**config.mk**
```make
export PLATFORM = sky130hd
export DESIGN_NAME = uixc_top
export DESIGN_NICKNAME = d
export VERILOG_FILES = /design/src/uixc_pkg.sv /design/src/uixc_regif.sv /design/src/uixc_count_byte.sv /design/src/uixc_top.sv
export VERILOG_INCLUDE_DIRS = /design/src /design/src/src
export SDC_FILE = /design/constraint.sdc
export NUM_CORES = 1
export LEC_CHECK = 0
export ABC_CLOCK_PERIOD_IN_PS = 3400
export BUFFER_PORTS_ARGS = -buffer_cell sky130_fd_sc_hd__buf_2
export CELL_PAD_IN_SITES_DETAIL_PLACEMENT = 1
export CELL_PAD_IN_SITES_GLOBAL_PLACEMENT = 1
export CORE_MARGIN = 5
export CORE_UTILIZATION = 34
export CTS_CLUSTER_SIZE = 25
export DETAILED_ROUTE_END_ITERATION = 10
export MAX_ROUTING_LAYER = met4
export PLACE_DENSITY_LB_ADDON = 0.1
export SETUP_SLACK_MARGIN = 0.5
export SLEW_MARGIN = 0
export SYNTH_ARGS = -nofsm -noshare
export SYNTH_HDL_FRONTEND = slang
export SYNTH_SLANG_ARGS = --single-unit
```
**constraint.sdc**
```tcl
create_clock -name aclk -period 3.4 [get_ports aclk]
set_clock_uncertainty 0.1 [all_clocks]
set_input_delay 0.51 -clock aclk [delete_from_list [all_inputs] [get_ports aclk]]
set_output_delay 0.51 -clock aclk [all_outputs]
set_load 0.03 [all_outputs]
```
**src/uixc_defs.svh**
```systemverilog
`ifndef UIXC_DEFS_SVH
`define UIXC_DEFS_SVH

// ------------------------------------------------------------
// register map (byte addresses)
// ------------------------------------------------------------
`define UIXC_ADDR_COUNT 4'h0
`define UIXC_ADDR_CFG 4'h4
`define UIXC_ADDR_STAT 4'h8
`define UIXC_ADDR_BITS 4

// ------------------------------------------------------------
// field layout and reset values
// ------------------------------------------------------------
`define UIXC_EMPTY_BIT 7
`define UIXC_CNT_MSB 6
`define UIXC_CNT_W 7
`define UIXC_CNT_RST 7'h00
`define UIXC_EMPTY_RST 1'b0
`define UIXC_CFG_ISO_BIT 0
`define UIXC_CFG_ISO_RST 1'b0
`define UIXC_STAT_SENT_BIT 0
`define UIXC_STAT_NACK_BIT 1
`define UIXC_STAT_EMPTY_BIT 2

// ------------------------------------------------------------
// bus answers
// ------------------------------------------------------------
`define UIXC_RESP_OKAY 2'b00
`define UIXC_RESP_SLVERR 2'b10

`endif

```
**src/uixc_pkg.sv**
```systemverilog
package uixc_pkg;
    // ------------------------------------------------------------
    // types
    // ------------------------------------------------------------
    typedef enum logic [1:0] {UIXC_HS_NONE, UIXC_HS_DATA, UIXC_HS_NACK} uixc_hs_e;
    typedef logic [7:0] uixc_byte_t;
endpackage

```
**src/uixc_regif.sv**
```systemverilog
`timescale 1ns/1ps
// ------------------------------------------------------------
// carrier between bus slave and endpoint byte
// ------------------------------------------------------------
interface uixc_regif;
    logic wr_count;
    logic [7:0] wdata;
    logic [7:0] count_byte;
    modport host (output wr_count, output wdata, input count_byte);
    modport dev (input wr_count, input wdata, output count_byte);
endinterface

```
**src/uixc_count_byte.sv**
```systemverilog
`timescale 1ns/1ps
`include "uixc_defs.svh"
// ------------------------------------------------------------
// endpoint x count and empty flag byte
// ------------------------------------------------------------
module uixc_count_byte
    import uixc_pkg::*;
(
    input wire logic aclk, // clock
    input wire logic aresetn, // sync reset
    input wire logic in_ok, // successful in transaction
    uixc_regif.dev rif // register side
);
    logic empty_r;
    logic [`UIXC_CNT_MSB:0] cnt_r;

    // flag: hardware set beats software clear in the same cycle
    always_ff @(posedge aclk)
    begin
        if (!aresetn)
            empty_r <= `UIXC_EMPTY_RST;
        else if (in_ok)
            empty_r <= 1'b1;
        else if (rif.wr_count)
            empty_r <= rif.wdata[`UIXC_EMPTY_BIT];
    end

    // count written by software only
    always_ff @(posedge aclk)
    begin
        if (!aresetn)
            cnt_r <= `UIXC_CNT_RST;
        else if (rif.wr_count)
            cnt_r <= rif.wdata[`UIXC_CNT_MSB:0];
    end

    assign rif.count_byte = {empty_r, cnt_r};

    // ------------------------------------------------------------
    // checks
    // ------------------------------------------------------------
    a_flag_set_done: assert property (@(posedge aclk) disable iff (!aresetn)
        in_ok |=> rif.count_byte[`UIXC_EMPTY_BIT])
        else $error("empty flag not set after in transaction");
    a_count_write_kept: assert property (@(posedge aclk) disable iff (!aresetn)
        rif.wr_count |=> rif.count_byte[`UIXC_CNT_MSB:0] == $past(rif.wdata[`UIXC_CNT_MSB:0]))
        else $error("count not stored");
endmodule

```
**src/uixc_top.sv**
```systemverilog
// Chosen here: the AXI4-Lite slave port and the placing of the registers.
`timescale 1ns/1ps
`include "uixc_defs.svh"
// Functional notes
// - successful in transaction sets the x buffer empty flag, bit 7
// - non-isochronous endpoint with flag set answers every in with nack
// - isochronous endpoint never nacks and ignores the flag
// - bits 6 to 0 hold a seven-bit software-writable data count
module uixc_top
    import uixc_pkg::*;
(
    input wire logic aclk, // clock, 40 MHz
    input wire logic aresetn, // sync reset
    input wire logic [3:0] s_axi_awaddr, // write address
    input wire logic s_axi_awvalid, // write address valid
    output logic s_axi_awready, // write address ready
    input wire logic [31:0] s_axi_wdata, // write data
    input wire logic [3:0] s_axi_wstrb, // byte enables
    input wire logic s_axi_wvalid, // write data valid
    output logic s_axi_wready, // write data ready
    output logic [1:0] s_axi_bresp, // write response
    output logic s_axi_bvalid, // write response valid
    input wire logic s_axi_bready, // write response ready
    input wire logic [3:0] s_axi_araddr, // read address
    input wire logic s_axi_arvalid, // read address valid
    output logic s_axi_arready, // read address ready
    output logic [31:0] s_axi_rdata, // read data
    output logic [1:0] s_axi_rresp, // read response
    output logic s_axi_rvalid, // read valid
    input wire logic s_axi_rready, // read ready
    input wire logic in_token, // in token to this endpoint
    input wire logic in_ack, // host acked data, transaction good
    output logic hs_data, // send data packet, pulse
    output logic hs_nack // send nack, pulse
);
    // ------------------------------------------------------------
    // state
    // ------------------------------------------------------------
    logic aw_hold_r;
    logic w_hold_r;
    logic [3:0] awaddr_r;
    logic [7:0] wbyte_r;
    logic wlane0_r;
    logic iso_r;
    logic sent_r;
    logic nacked_r;
    logic wr_go;
    uixc_hs_e hs_nxt;
    uixc_regif rif ();

    // ------------------------------------------------------------
    // endpoint byte
    // ------------------------------------------------------------
    uixc_count_byte u_byte (
        .aclk(aclk),
        .aresetn(aresetn),
        .in_ok(in_ack),
        .rif(rif.dev)
    );

    // exact word match; the whole offset must agree, no aliasing
    function automatic logic addr_is(input logic [3:0] a, input logic [3:0] k);
        addr_is = (a == k);
    endfunction

    // ------------------------------------------------------------
    // write channel: address and data in either order
    // ------------------------------------------------------------
    // address half, kept until the write lands
    always_ff @(posedge aclk)
    begin
        if (!aresetn)
        begin
            aw_hold_r <= 1'b0;
            awaddr_r <= 4'h0;
        end
        else if (s_axi_awvalid && s_axi_awready)
        begin
            aw_hold_r <= 1'b1;
            awaddr_r <= s_axi_awaddr;
        end
        else if (wr_go)
            aw_hold_r <= 1'b0;
    end

    // data half; only byte lane 0 carries the endpoint byte
    always_ff @(posedge aclk)
    begin
        if (!aresetn)
        begin
            w_hold_r <= 1'b0;
            wbyte_r <= 8'h00;
            wlane0_r <= 1'b0;
        end
        else if (s_axi_wvalid && s_axi_wready)
        begin
            w_hold_r <= 1'b1;
            wbyte_r <= s_axi_wdata[7:0];
            wlane0_r <= s_axi_wstrb[0];
        end
        else if (wr_go)
            w_hold_r <= 1'b0;
    end

    // readiness: one write at a time, refused while a response waits
    always_ff @(posedge aclk)
    begin
        if (!aresetn)
        begin
            s_axi_awready <= 1'b0;
            s_axi_wready <= 1'b0;
        end
        else
        begin
            s_axi_awready <= !aw_hold_r && !(s_axi_awvalid && s_axi_awready) && !s_axi_bvalid && !wr_go;
            s_axi_wready <= !w_hold_r && !(s_axi_wvalid && s_axi_wready) && !s_axi_bvalid && !wr_go;
        end
    end

    // a write lands once both halves are held and no answer is pending
    assign wr_go = aw_hold_r && w_hold_r && !s_axi_bvalid;
    assign rif.wr_count = wr_go && wlane0_r && addr_is(awaddr_r, `UIXC_ADDR_COUNT);
    assign rif.wdata = wbyte_r;

    // write response
    always_ff @(posedge aclk)
    begin
        if (!aresetn)
        begin
            s_axi_bvalid <= 1'b0;
            s_axi_bresp <= `UIXC_RESP_OKAY;
        end
        else if (wr_go)
        begin
            s_axi_bvalid <= 1'b1;
            s_axi_bresp <= (addr_is(awaddr_r, `UIXC_ADDR_COUNT) || addr_is(awaddr_r, `UIXC_ADDR_CFG)
                || addr_is(awaddr_r, `UIXC_ADDR_STAT)) ? `UIXC_RESP_OKAY : `UIXC_RESP_SLVERR;
        end
        else if (s_axi_bready)
            s_axi_bvalid <= 1'b0;
    end

    // endpoint type; isochronous changes the handshake policy
    always_ff @(posedge aclk)
    begin
        if (!aresetn)
            iso_r <= `UIXC_CFG_ISO_RST;
        else if (wr_go && wlane0_r && addr_is(awaddr_r, `UIXC_ADDR_CFG))
            iso_r <= wbyte_r[`UIXC_CFG_ISO_BIT];
    end

    // ------------------------------------------------------------
    // read channel
    // ------------------------------------------------------------
    // one read at a time; arready returns one cycle after the answer is taken
    always_ff @(posedge aclk)
    begin
        if (!aresetn)
        begin
            s_axi_arready <= 1'b0;
            s_axi_rvalid <= 1'b0;
            s_axi_rdata <= 32'h0000_0000;
            s_axi_rresp <= `UIXC_RESP_OKAY;
        end
        else if (s_axi_arvalid && s_axi_arready)
        begin
            s_axi_arready <= 1'b0;
            s_axi_rvalid <= 1'b1;
            s_axi_rresp <= `UIXC_RESP_OKAY;
            if (addr_is(s_axi_araddr, `UIXC_ADDR_COUNT))
                s_axi_rdata <= {24'h00_0000, rif.count_byte};
            else if (addr_is(s_axi_araddr, `UIXC_ADDR_CFG))
                s_axi_rdata <= {31'h0000_0000, iso_r};
            else if (addr_is(s_axi_araddr, `UIXC_ADDR_STAT))
                s_axi_rdata <= {29'h0000_0000, rif.count_byte[`UIXC_EMPTY_BIT], nacked_r, sent_r};
            else
            begin
                s_axi_rdata <= 32'h0000_0000;
                s_axi_rresp <= `UIXC_RESP_SLVERR;
            end
        end
        else if (s_axi_rvalid)
        begin
            if (s_axi_rready)
                s_axi_rvalid <= 1'b0;
        end
        else
            s_axi_arready <= 1'b1;
    end

    // ------------------------------------------------------------
    // handshake decision for each in token
    // ------------------------------------------------------------
    always_comb
    begin
        hs_nxt = UIXC_HS_NONE;
        if (in_token)
        begin
            if (!iso_r && rif.count_byte[`UIXC_EMPTY_BIT])
                hs_nxt = UIXC_HS_NACK;
            else
                hs_nxt = UIXC_HS_DATA;
        end
    end

    // registered so each answer is a clean one-cycle pulse
    always_ff @(posedge aclk)
    begin
        if (!aresetn)
        begin
            hs_data <= 1'b0;
            hs_nack <= 1'b0;
        end
        else
        begin
            hs_data <= (hs_nxt == UIXC_HS_DATA);
            hs_nack <= (hs_nxt == UIXC_HS_NACK);
        end
    end

    // sticky status, cleared by writing one; new event wins
    always_ff @(posedge aclk)
    begin
        if (!aresetn)
        begin
            sent_r <= 1'b0;
            nacked_r <= 1'b0;
        end
        else
        begin
            if (hs_nxt == UIXC_HS_DATA)
                sent_r <= 1'b1;
            else if (wr_go && wlane0_r && addr_is(awaddr_r, `UIXC_ADDR_STAT) && wbyte_r[`UIXC_STAT_SENT_BIT])
                sent_r <= 1'b0;
            if (hs_nxt == UIXC_HS_NACK)
                nacked_r <= 1'b1;
            else if (wr_go && wlane0_r && addr_is(awaddr_r, `UIXC_ADDR_STAT) && wbyte_r[`UIXC_STAT_NACK_BIT])
                nacked_r <= 1'b0;
        end
    end

    // ------------------------------------------------------------
    // checks
    // ------------------------------------------------------------
    a_nack_when_empty: assert property (@(posedge aclk) disable iff (!aresetn)
        (in_token && !iso_r && rif.count_byte[`UIXC_EMPTY_BIT]) |=> hs_nack && !hs_data)
        else $error("empty endpoint did not nack");
    a_iso_never_nack: assert property (@(posedge aclk) disable iff (!aresetn)
        (in_token && iso_r) |=> hs_data && !hs_nack)
        else $error("isochronous endpoint nacked");
    a_data_when_full: assert property (@(posedge aclk) disable iff (!aresetn)
        (in_token && !rif.count_byte[`UIXC_EMPTY_BIT]) |=> hs_data)
        else $error("loaded endpoint sent no data");
    a_clear_flag_write: assert property (@(posedge aclk) disable iff (!aresetn)
        (rif.wr_count && !rif.wdata[`UIXC_EMPTY_BIT] && !in_ack) |=> !rif.count_byte[`UIXC_EMPTY_BIT])
        else $error("flag clear lost");
    a_bresp_follows: assert property (@(posedge aclk) disable iff (!aresetn)
        wr_go |=> s_axi_bvalid)
        else $error("write response missing");
    a_read_answers: assert property (@(posedge aclk) disable iff (!aresetn)
        (s_axi_arvalid && s_axi_arready) |=> s_axi_rvalid && !s_axi_arready)
        else $error("read answer missing");

    // ------------------------------------------------------------
    // further bus and link checks
    // ------------------------------------------------------------
    // a token gets one answer, never both
    a_hs_one_answer: assert property (@(posedge aclk) disable iff (!aresetn)
        !(hs_data && hs_nack))
        else $error("data and nack together");
    // no answer unless a token came the cycle before
    a_hs_needs_token: assert property (@(posedge aclk) disable iff (!aresetn)
        !in_token |=> !hs_data && !hs_nack)
        else $error("handshake without token");
    // each nack leaves its sticky mark
    a_nack_mark_set: assert property (@(posedge aclk) disable iff (!aresetn)
        hs_nack |-> nacked_r)
        else $error("nack not recorded");
    // each data answer leaves its sticky mark
    a_sent_mark_set: assert property (@(posedge aclk) disable iff (!aresetn)
        hs_data |-> sent_r)
        else $error("data answer not recorded");
    // write halves refused while a response waits
    a_resp_blocks_write: assert property (@(posedge aclk) disable iff (!aresetn)
        s_axi_bvalid |-> !s_axi_awready && !s_axi_wready)
        else $error("write taken during response");
    // a write lands exactly once
    a_write_lands_once: assert property (@(posedge aclk) disable iff (!aresetn)
        wr_go |=> !wr_go)
        else $error("write applied twice");
    // upper read lanes are always zero
    a_read_upper_zero: assert property (@(posedge aclk) disable iff (!aresetn)
        s_axi_rvalid |-> s_axi_rdata[31:8] == 24'h00_0000)
        else $error("upper read bits set");
    // config write sets the endpoint type
    a_iso_cfg_kept: assert property (@(posedge aclk) disable iff (!aresetn)
        (wr_go && wlane0_r && addr_is(awaddr_r, `UIXC_ADDR_CFG))
        |=> iso_r == $past(wbyte_r[`UIXC_CFG_ISO_BIT]))
        else $error("endpoint type not stored");
    // status read shows the flag as it stood when the read was taken
    a_stat_flag_copy: assert property (@(posedge aclk) disable iff (!aresetn)
        (s_axi_arvalid && s_axi_arready && addr_is(s_axi_araddr, `UIXC_ADDR_STAT))
        |=> s_axi_rdata[`UIXC_STAT_EMPTY_BIT] == $past(rif.count_byte[`UIXC_EMPTY_BIT]))
        else $error("status flag copy wrong");
endmodule

```
==> Word-level counts from Yosys, hierarchy flattened <==
Index checks and enable logic that the tools add are counted.
{ "word_totals": {"regBits": 69, "wordCells": 86} }
{ "classes": {"n_eq_ne": 6, "n_mux": 23, "bitwise_logic": 1, "reduce_logical": 36} }
{ "ops": {"columns": ["operator", "count"], "rows": [
  ["logical AND 1 bit", 18],
  ["2-to-1 mux 1 bit", 14],
  ["2-to-1 mux 2 bit", 6],
  ["nonzero test 2 bit", 6],
  ["equality test 4 x 3 -> 1 bit, second input constant", 2],
  ["equality test 4 bit, second input constant", 2],
  ["logical NOT 4 bit", 2],
  ["2-to-1 mux 8 bit", 1],
  ["logical NOT 1 bit", 7],
  ["2-to-1 mux 3 bit", 2],
  ["equality test 2 x 1 -> 1 bit, second input constant", 1],
  ["equality test 2 bit, second input constant", 1],
  ["logical OR 1 bit", 2],
  ["OR reduction 2 bit", 1],
  ["NOT 1 bit", 1]
]} }

==> Logic depth before layout (Yosys ltp) <==
{ "depth": {"depth_word": 7, "mapped_depth": 5, "depth_no_buf": 4} }

==> Hierarchy <==
A second synthesis with hierarchy kept.
{ "hier_totals": {"hier_cells": 206, "hier_area_um2": 1948.1} }
{ "modules_own_cells": {"columns": ["module", "instances", "cells_per_inst", "area_each_um2", "seq_area_each_um2"], "rows": [
  ["uixc_top", 1, 180, 1632.8, 700.7],
  ["uixc_count_byte", 1, 26, 315.3, 160.2]
]} }

==> Worst setup path after synthesis <==
Ideal clock, no wire load.
{ "synth_path": {"kind": "reg-to-reg", "from": "register wlane0_r", "to": "register u_byte.empty_r", "setup_ps": 115, "arrival_ps": 1582, "required_ps": 3185, "slack_ps": 1603, "stages_incl_launch_ff": 6, "period_less_slack_ps": 1797, "path_cell_list": "dfxtp_1 > or3b_4 > nor4b_4 > buf_6 > mux2_4 > o21a_1"} }
{ "synth_between": {"elab_chain_len": 3} }
{ "synth_lines": {"columns": ["item", "line", "source"], "rows": [
  ["from (decl)", "uixc_top.sv:43", "logic wlane0_r;"],
  ["from (signal assigned)", "uixc_top.sv:99", "wlane0_r <= s_axi_wstrb[0];"],
  ["logical AND 1 bit (2 in a row)", "uixc_top.sv:122", "assign rif.wr_count = wr_go && wlane0_r && addr_is(awaddr_r, `UIXC_ADDR_COUNT);"],
  ["nonzero test 2 bit (no source line)", null, null],
  ["to (signal assigned)", "uixc_count_byte.sv:21", "empty_r <= `UIXC_EMPTY_RST;"],
  ["to (signal assigned)", "uixc_count_byte.sv:25", "empty_r <= rif.wdata[`UIXC_EMPTY_BIT];"],
  ["to (decl)", "uixc_count_byte.sv:14", "logic empty_r;"]
]} }
Every way passes these cells.
A chain may end at the register's enable or synchronous reset.

==> Final worst setup path <==
Same ends and word-level chain as after synthesis.

==> impl_results.md <==
* Worst EP required at 3.49 ns
* Fin nets at 302
* Cells after synthesis at 208
* IO buf count at 42
* GRT Resource Usage Total at 11.6%
* Startpoint of the worst hold path: in_ack
* Core area at 5440 um^2
* Synth Cell Area at 1890 um^2
* Post-placement worst setup slack at 1.39 ns
* Number of synthesized flops with an enable pin at 0
* DP Wirelength at 2860 um
* Synth Area in Adders at 0%
* Die H at 84.6 um
* Worst EP arrival at 2.01 ns
* Synthesized flop and latch total at 43
* Clk buf depth at 2
* Routed wire length at 4000 um
* Residual overflow from global routing at 0
* WL per Instance at 12.4 um
* Ys flop type: dfxtp_1
* Outcome: completed
* Top cells by area, synth: dfxtp_1 (46%), buf_4 (10%), nand2_1 (6.8%), a21boi_0 (6.4%), nor2b_1 (6.0%)
* Area occupied by multi-input gates at 880 um^2
* CTS H-tree lvls at 2
* Via density at 4.35
* Ports at 96
* Initial Utilization at between 30% and 40%
* CTS Sinks at 43
* Post-synth ARST share at 0%
* Largest net degree at the start of global routing at 43
* Fillers at 672
* First-pass GRT wire length at 6600 um
* Syn Area/Cell at between 9 and 10 um^2
* Initial drt markers at 54
* Synth Area in Simple Gates at between 20% and 30%
* Hold Buf Count CTS at 0
* Std cell rows at 27
* Max_cap viols at 0
* Post-synth cell types at 31
* Leakage dissipation at 0.880 nW
* Mux cell area share after synthesis at 5.56%
* Setup WS post-layout at between 1 and 1.5 ns
* Most frequent cells in the layout: dfxtp_1 (43), buf_2 (42), nand2_1 (34), conb_1 (26), nor2b_1 (18)
* Layout cell share with drive strength beyond 1 at 20.8%
* Setup bufs post-CTS at 0
* Die Wd at 84.6 um
* Slew Limit Fails at 0
* Largest family of logic cells by synthesized area: simple AND/OR/NAND/NOR gates
* Hold path cells at 2
* Post-synthesis compound-gate area fraction at 13.6%
* XOR/XNOR Fraction of Synth Area at 0%
* YS warnings at 0
* Commonest non-fill, non-tap cell in the layout: dfxtp_1
* Final TNS setup at 0 ns
* HP Class: in2reg
* TritonRoute pass-1 iters at 4
* Routed Antenna Nets at 0
* Synth-to-Final Area Change at 13.2%
* Seq. cell area at 861 um^2
* Placer Congestion at 0.696
* FF-to-FF End: u_byte.empty_r
* DRC violations left at 0
* Number of global-route vias before repair at 1,441
* Final Hold Viols at 0
* CTS Buf Count at 5
* Nature of the critical path startpoint: flip-flop
* Crit-path max FO at 8
* Worst r2r src: wlane0_r
* WS Path Type: reg2reg
* Final setup vio count at 0
* Via count at 1,402
* Relative slew slack at roughly 57%
* Pwr/cell area at approximately 450 nW/um^2
* Worst Reg2Reg Path Length in Cells at 5
* Worst slew pin tran at 0.642 ns
* Share of the synthesized area in the top cell type at a little under half
* Clock root buffer: clkbuf_8
* Reg-to-reg slack, setup at 1.47 ns
* Final period utilization at 56.7%
* Post-cts sizing count at 0
* Die Area at 7150 um^2
* Setup crit end kind: flip-flop
* WHS Endpoint: u_byte.empty_r
* Skew-Pair Late Insertion Delay at 0.28 ns
* Initial antenna violation count at 0
* Clock-pin slew on the worst setup and hold paths at 0.08 ns
* Peak supply drop at around 0.18 mV
* Tmin final at 1.93 ns
* # diodes at 0
* RSZ-0062 raised after global routing: no
* Largest area contributor in the netlist: dfxtp_1
* Seq/Total Area, Yosys at 45.5%
* CTS tree: done
* FMAX at 519 MHz
power breakdown:
group | leakage [nW] | switching [mW] | total (mW) | internal [mW]
Combinational | 0.487 | 0.0894 | 0.126 | 0.0366
Sequential | 0.350 | 0.0151 | 0.537 | 0.522
Clock | 0.0422 | 0.166 | 0.310 | 0.144
worst max-delay path by stage:
| stage | startpoint | to | slack, ns | cells past startpoint |
|---|---|---|---|---|
| final | wlane0_r | u_byte.empty_r | 1.47 | 5 |
| after global routing | wlane0_r | u_byte.empty_r | 1.41 | 5 |
| after CTS | wlane0_r | u_byte.empty_r | 1.46 | 5 |
| after detailed placement | s_axi_araddr[2] | s_axi_rdata[3] | 1.39 | 5 |
| after global placement | s_axi_araddr[2] | s_axi_rdata[4] | 1.39 | 5 |
| after floorplan | wlane0_r | u_byte.empty_r | 1.60 | 5 |
layout make-up:
class	count	share of cell area [%]
Clock buffer	7	3.57
Sequential cell	43	40.2
Multi-Input combinational cell	153	41.1
Timing Repair Buffer	43	10.2
Clock inverter	1	0.234
Inverter	3	0.526
Tap cell	72	4.21
per-layer routing:
layer  wire length [um]  up-vias  share of wire, %  GRT usage, %
li1                   -      724                 -             -
met1               2000      637                50          14.9
met2               1760       39                44          17.4
met3                226        2               5.6          3.34
met4                 23        0              0.57          3.88
met5                  0        -                 0             -
flip-flops by register name (all words and copies together), names as in the netlist, 4 cells and up:
signal / count
rif.wdata: 8
awaddr_r: 4
u_byte.cnt_r: 7
s_axi_rdata: 8
kinds of logic after synthesis:
family | after synthesis
compound gates | 37
buf+inv | 37
flops | 43
mux | 10
other cells | 1
simple gates | 80
cell usage after synthesis (2+ instances only):
| master | count |
|---|---|
| nand3_1 | 6 |
| o21a_1 | 2 |
| a21oi_1 | 3 |
| a22oi_1 | 5 |
| inv_1 | 3 |
| o21ai_0 | 7 |
| dfxtp_1 | 43 |
| buf_4 | 26 |
| clkbuf_1 | 7 |
| nand2_1 | 34 |
| mux2i_1 | 9 |
| nor2b_1 | 18 |
| a21boi_0 | 16 |
| nor2_1 | 4 |
| nand2b_1 | 4 |
| nor3_1 | 5 |
| o211ai_1 | 2 |
stage by stage:
step / hold slack [ns] / instance area, um^2 / util [%] / cells / power, mW
detailed placement: 0.351 / 2060 / 37.9 / 314 / 0.676
finish: 0.339 / 2140 / 39.4 / 322 / 0.974
global placement: 0.354 / 2060 / 37.9 / 314 / 0.676
CTS: 0.330 / 2140 / 39.4 / 322 / 0.994
global route: 0.342 / 2140 / 39.4 / 322 / 1.03
floorplan: 0.327 / 1980 / - / 233 / 0.663
critical path: stages, from the launching register on:
cell	delay [ns]
dfxtp_1	0.35
or3b_4	0.41
nor4b_4	0.26
buf_4	0.24
mux2_4	0.31
o21a_1	0.16
No activity file was read; power rests on OpenSTA's default activity.
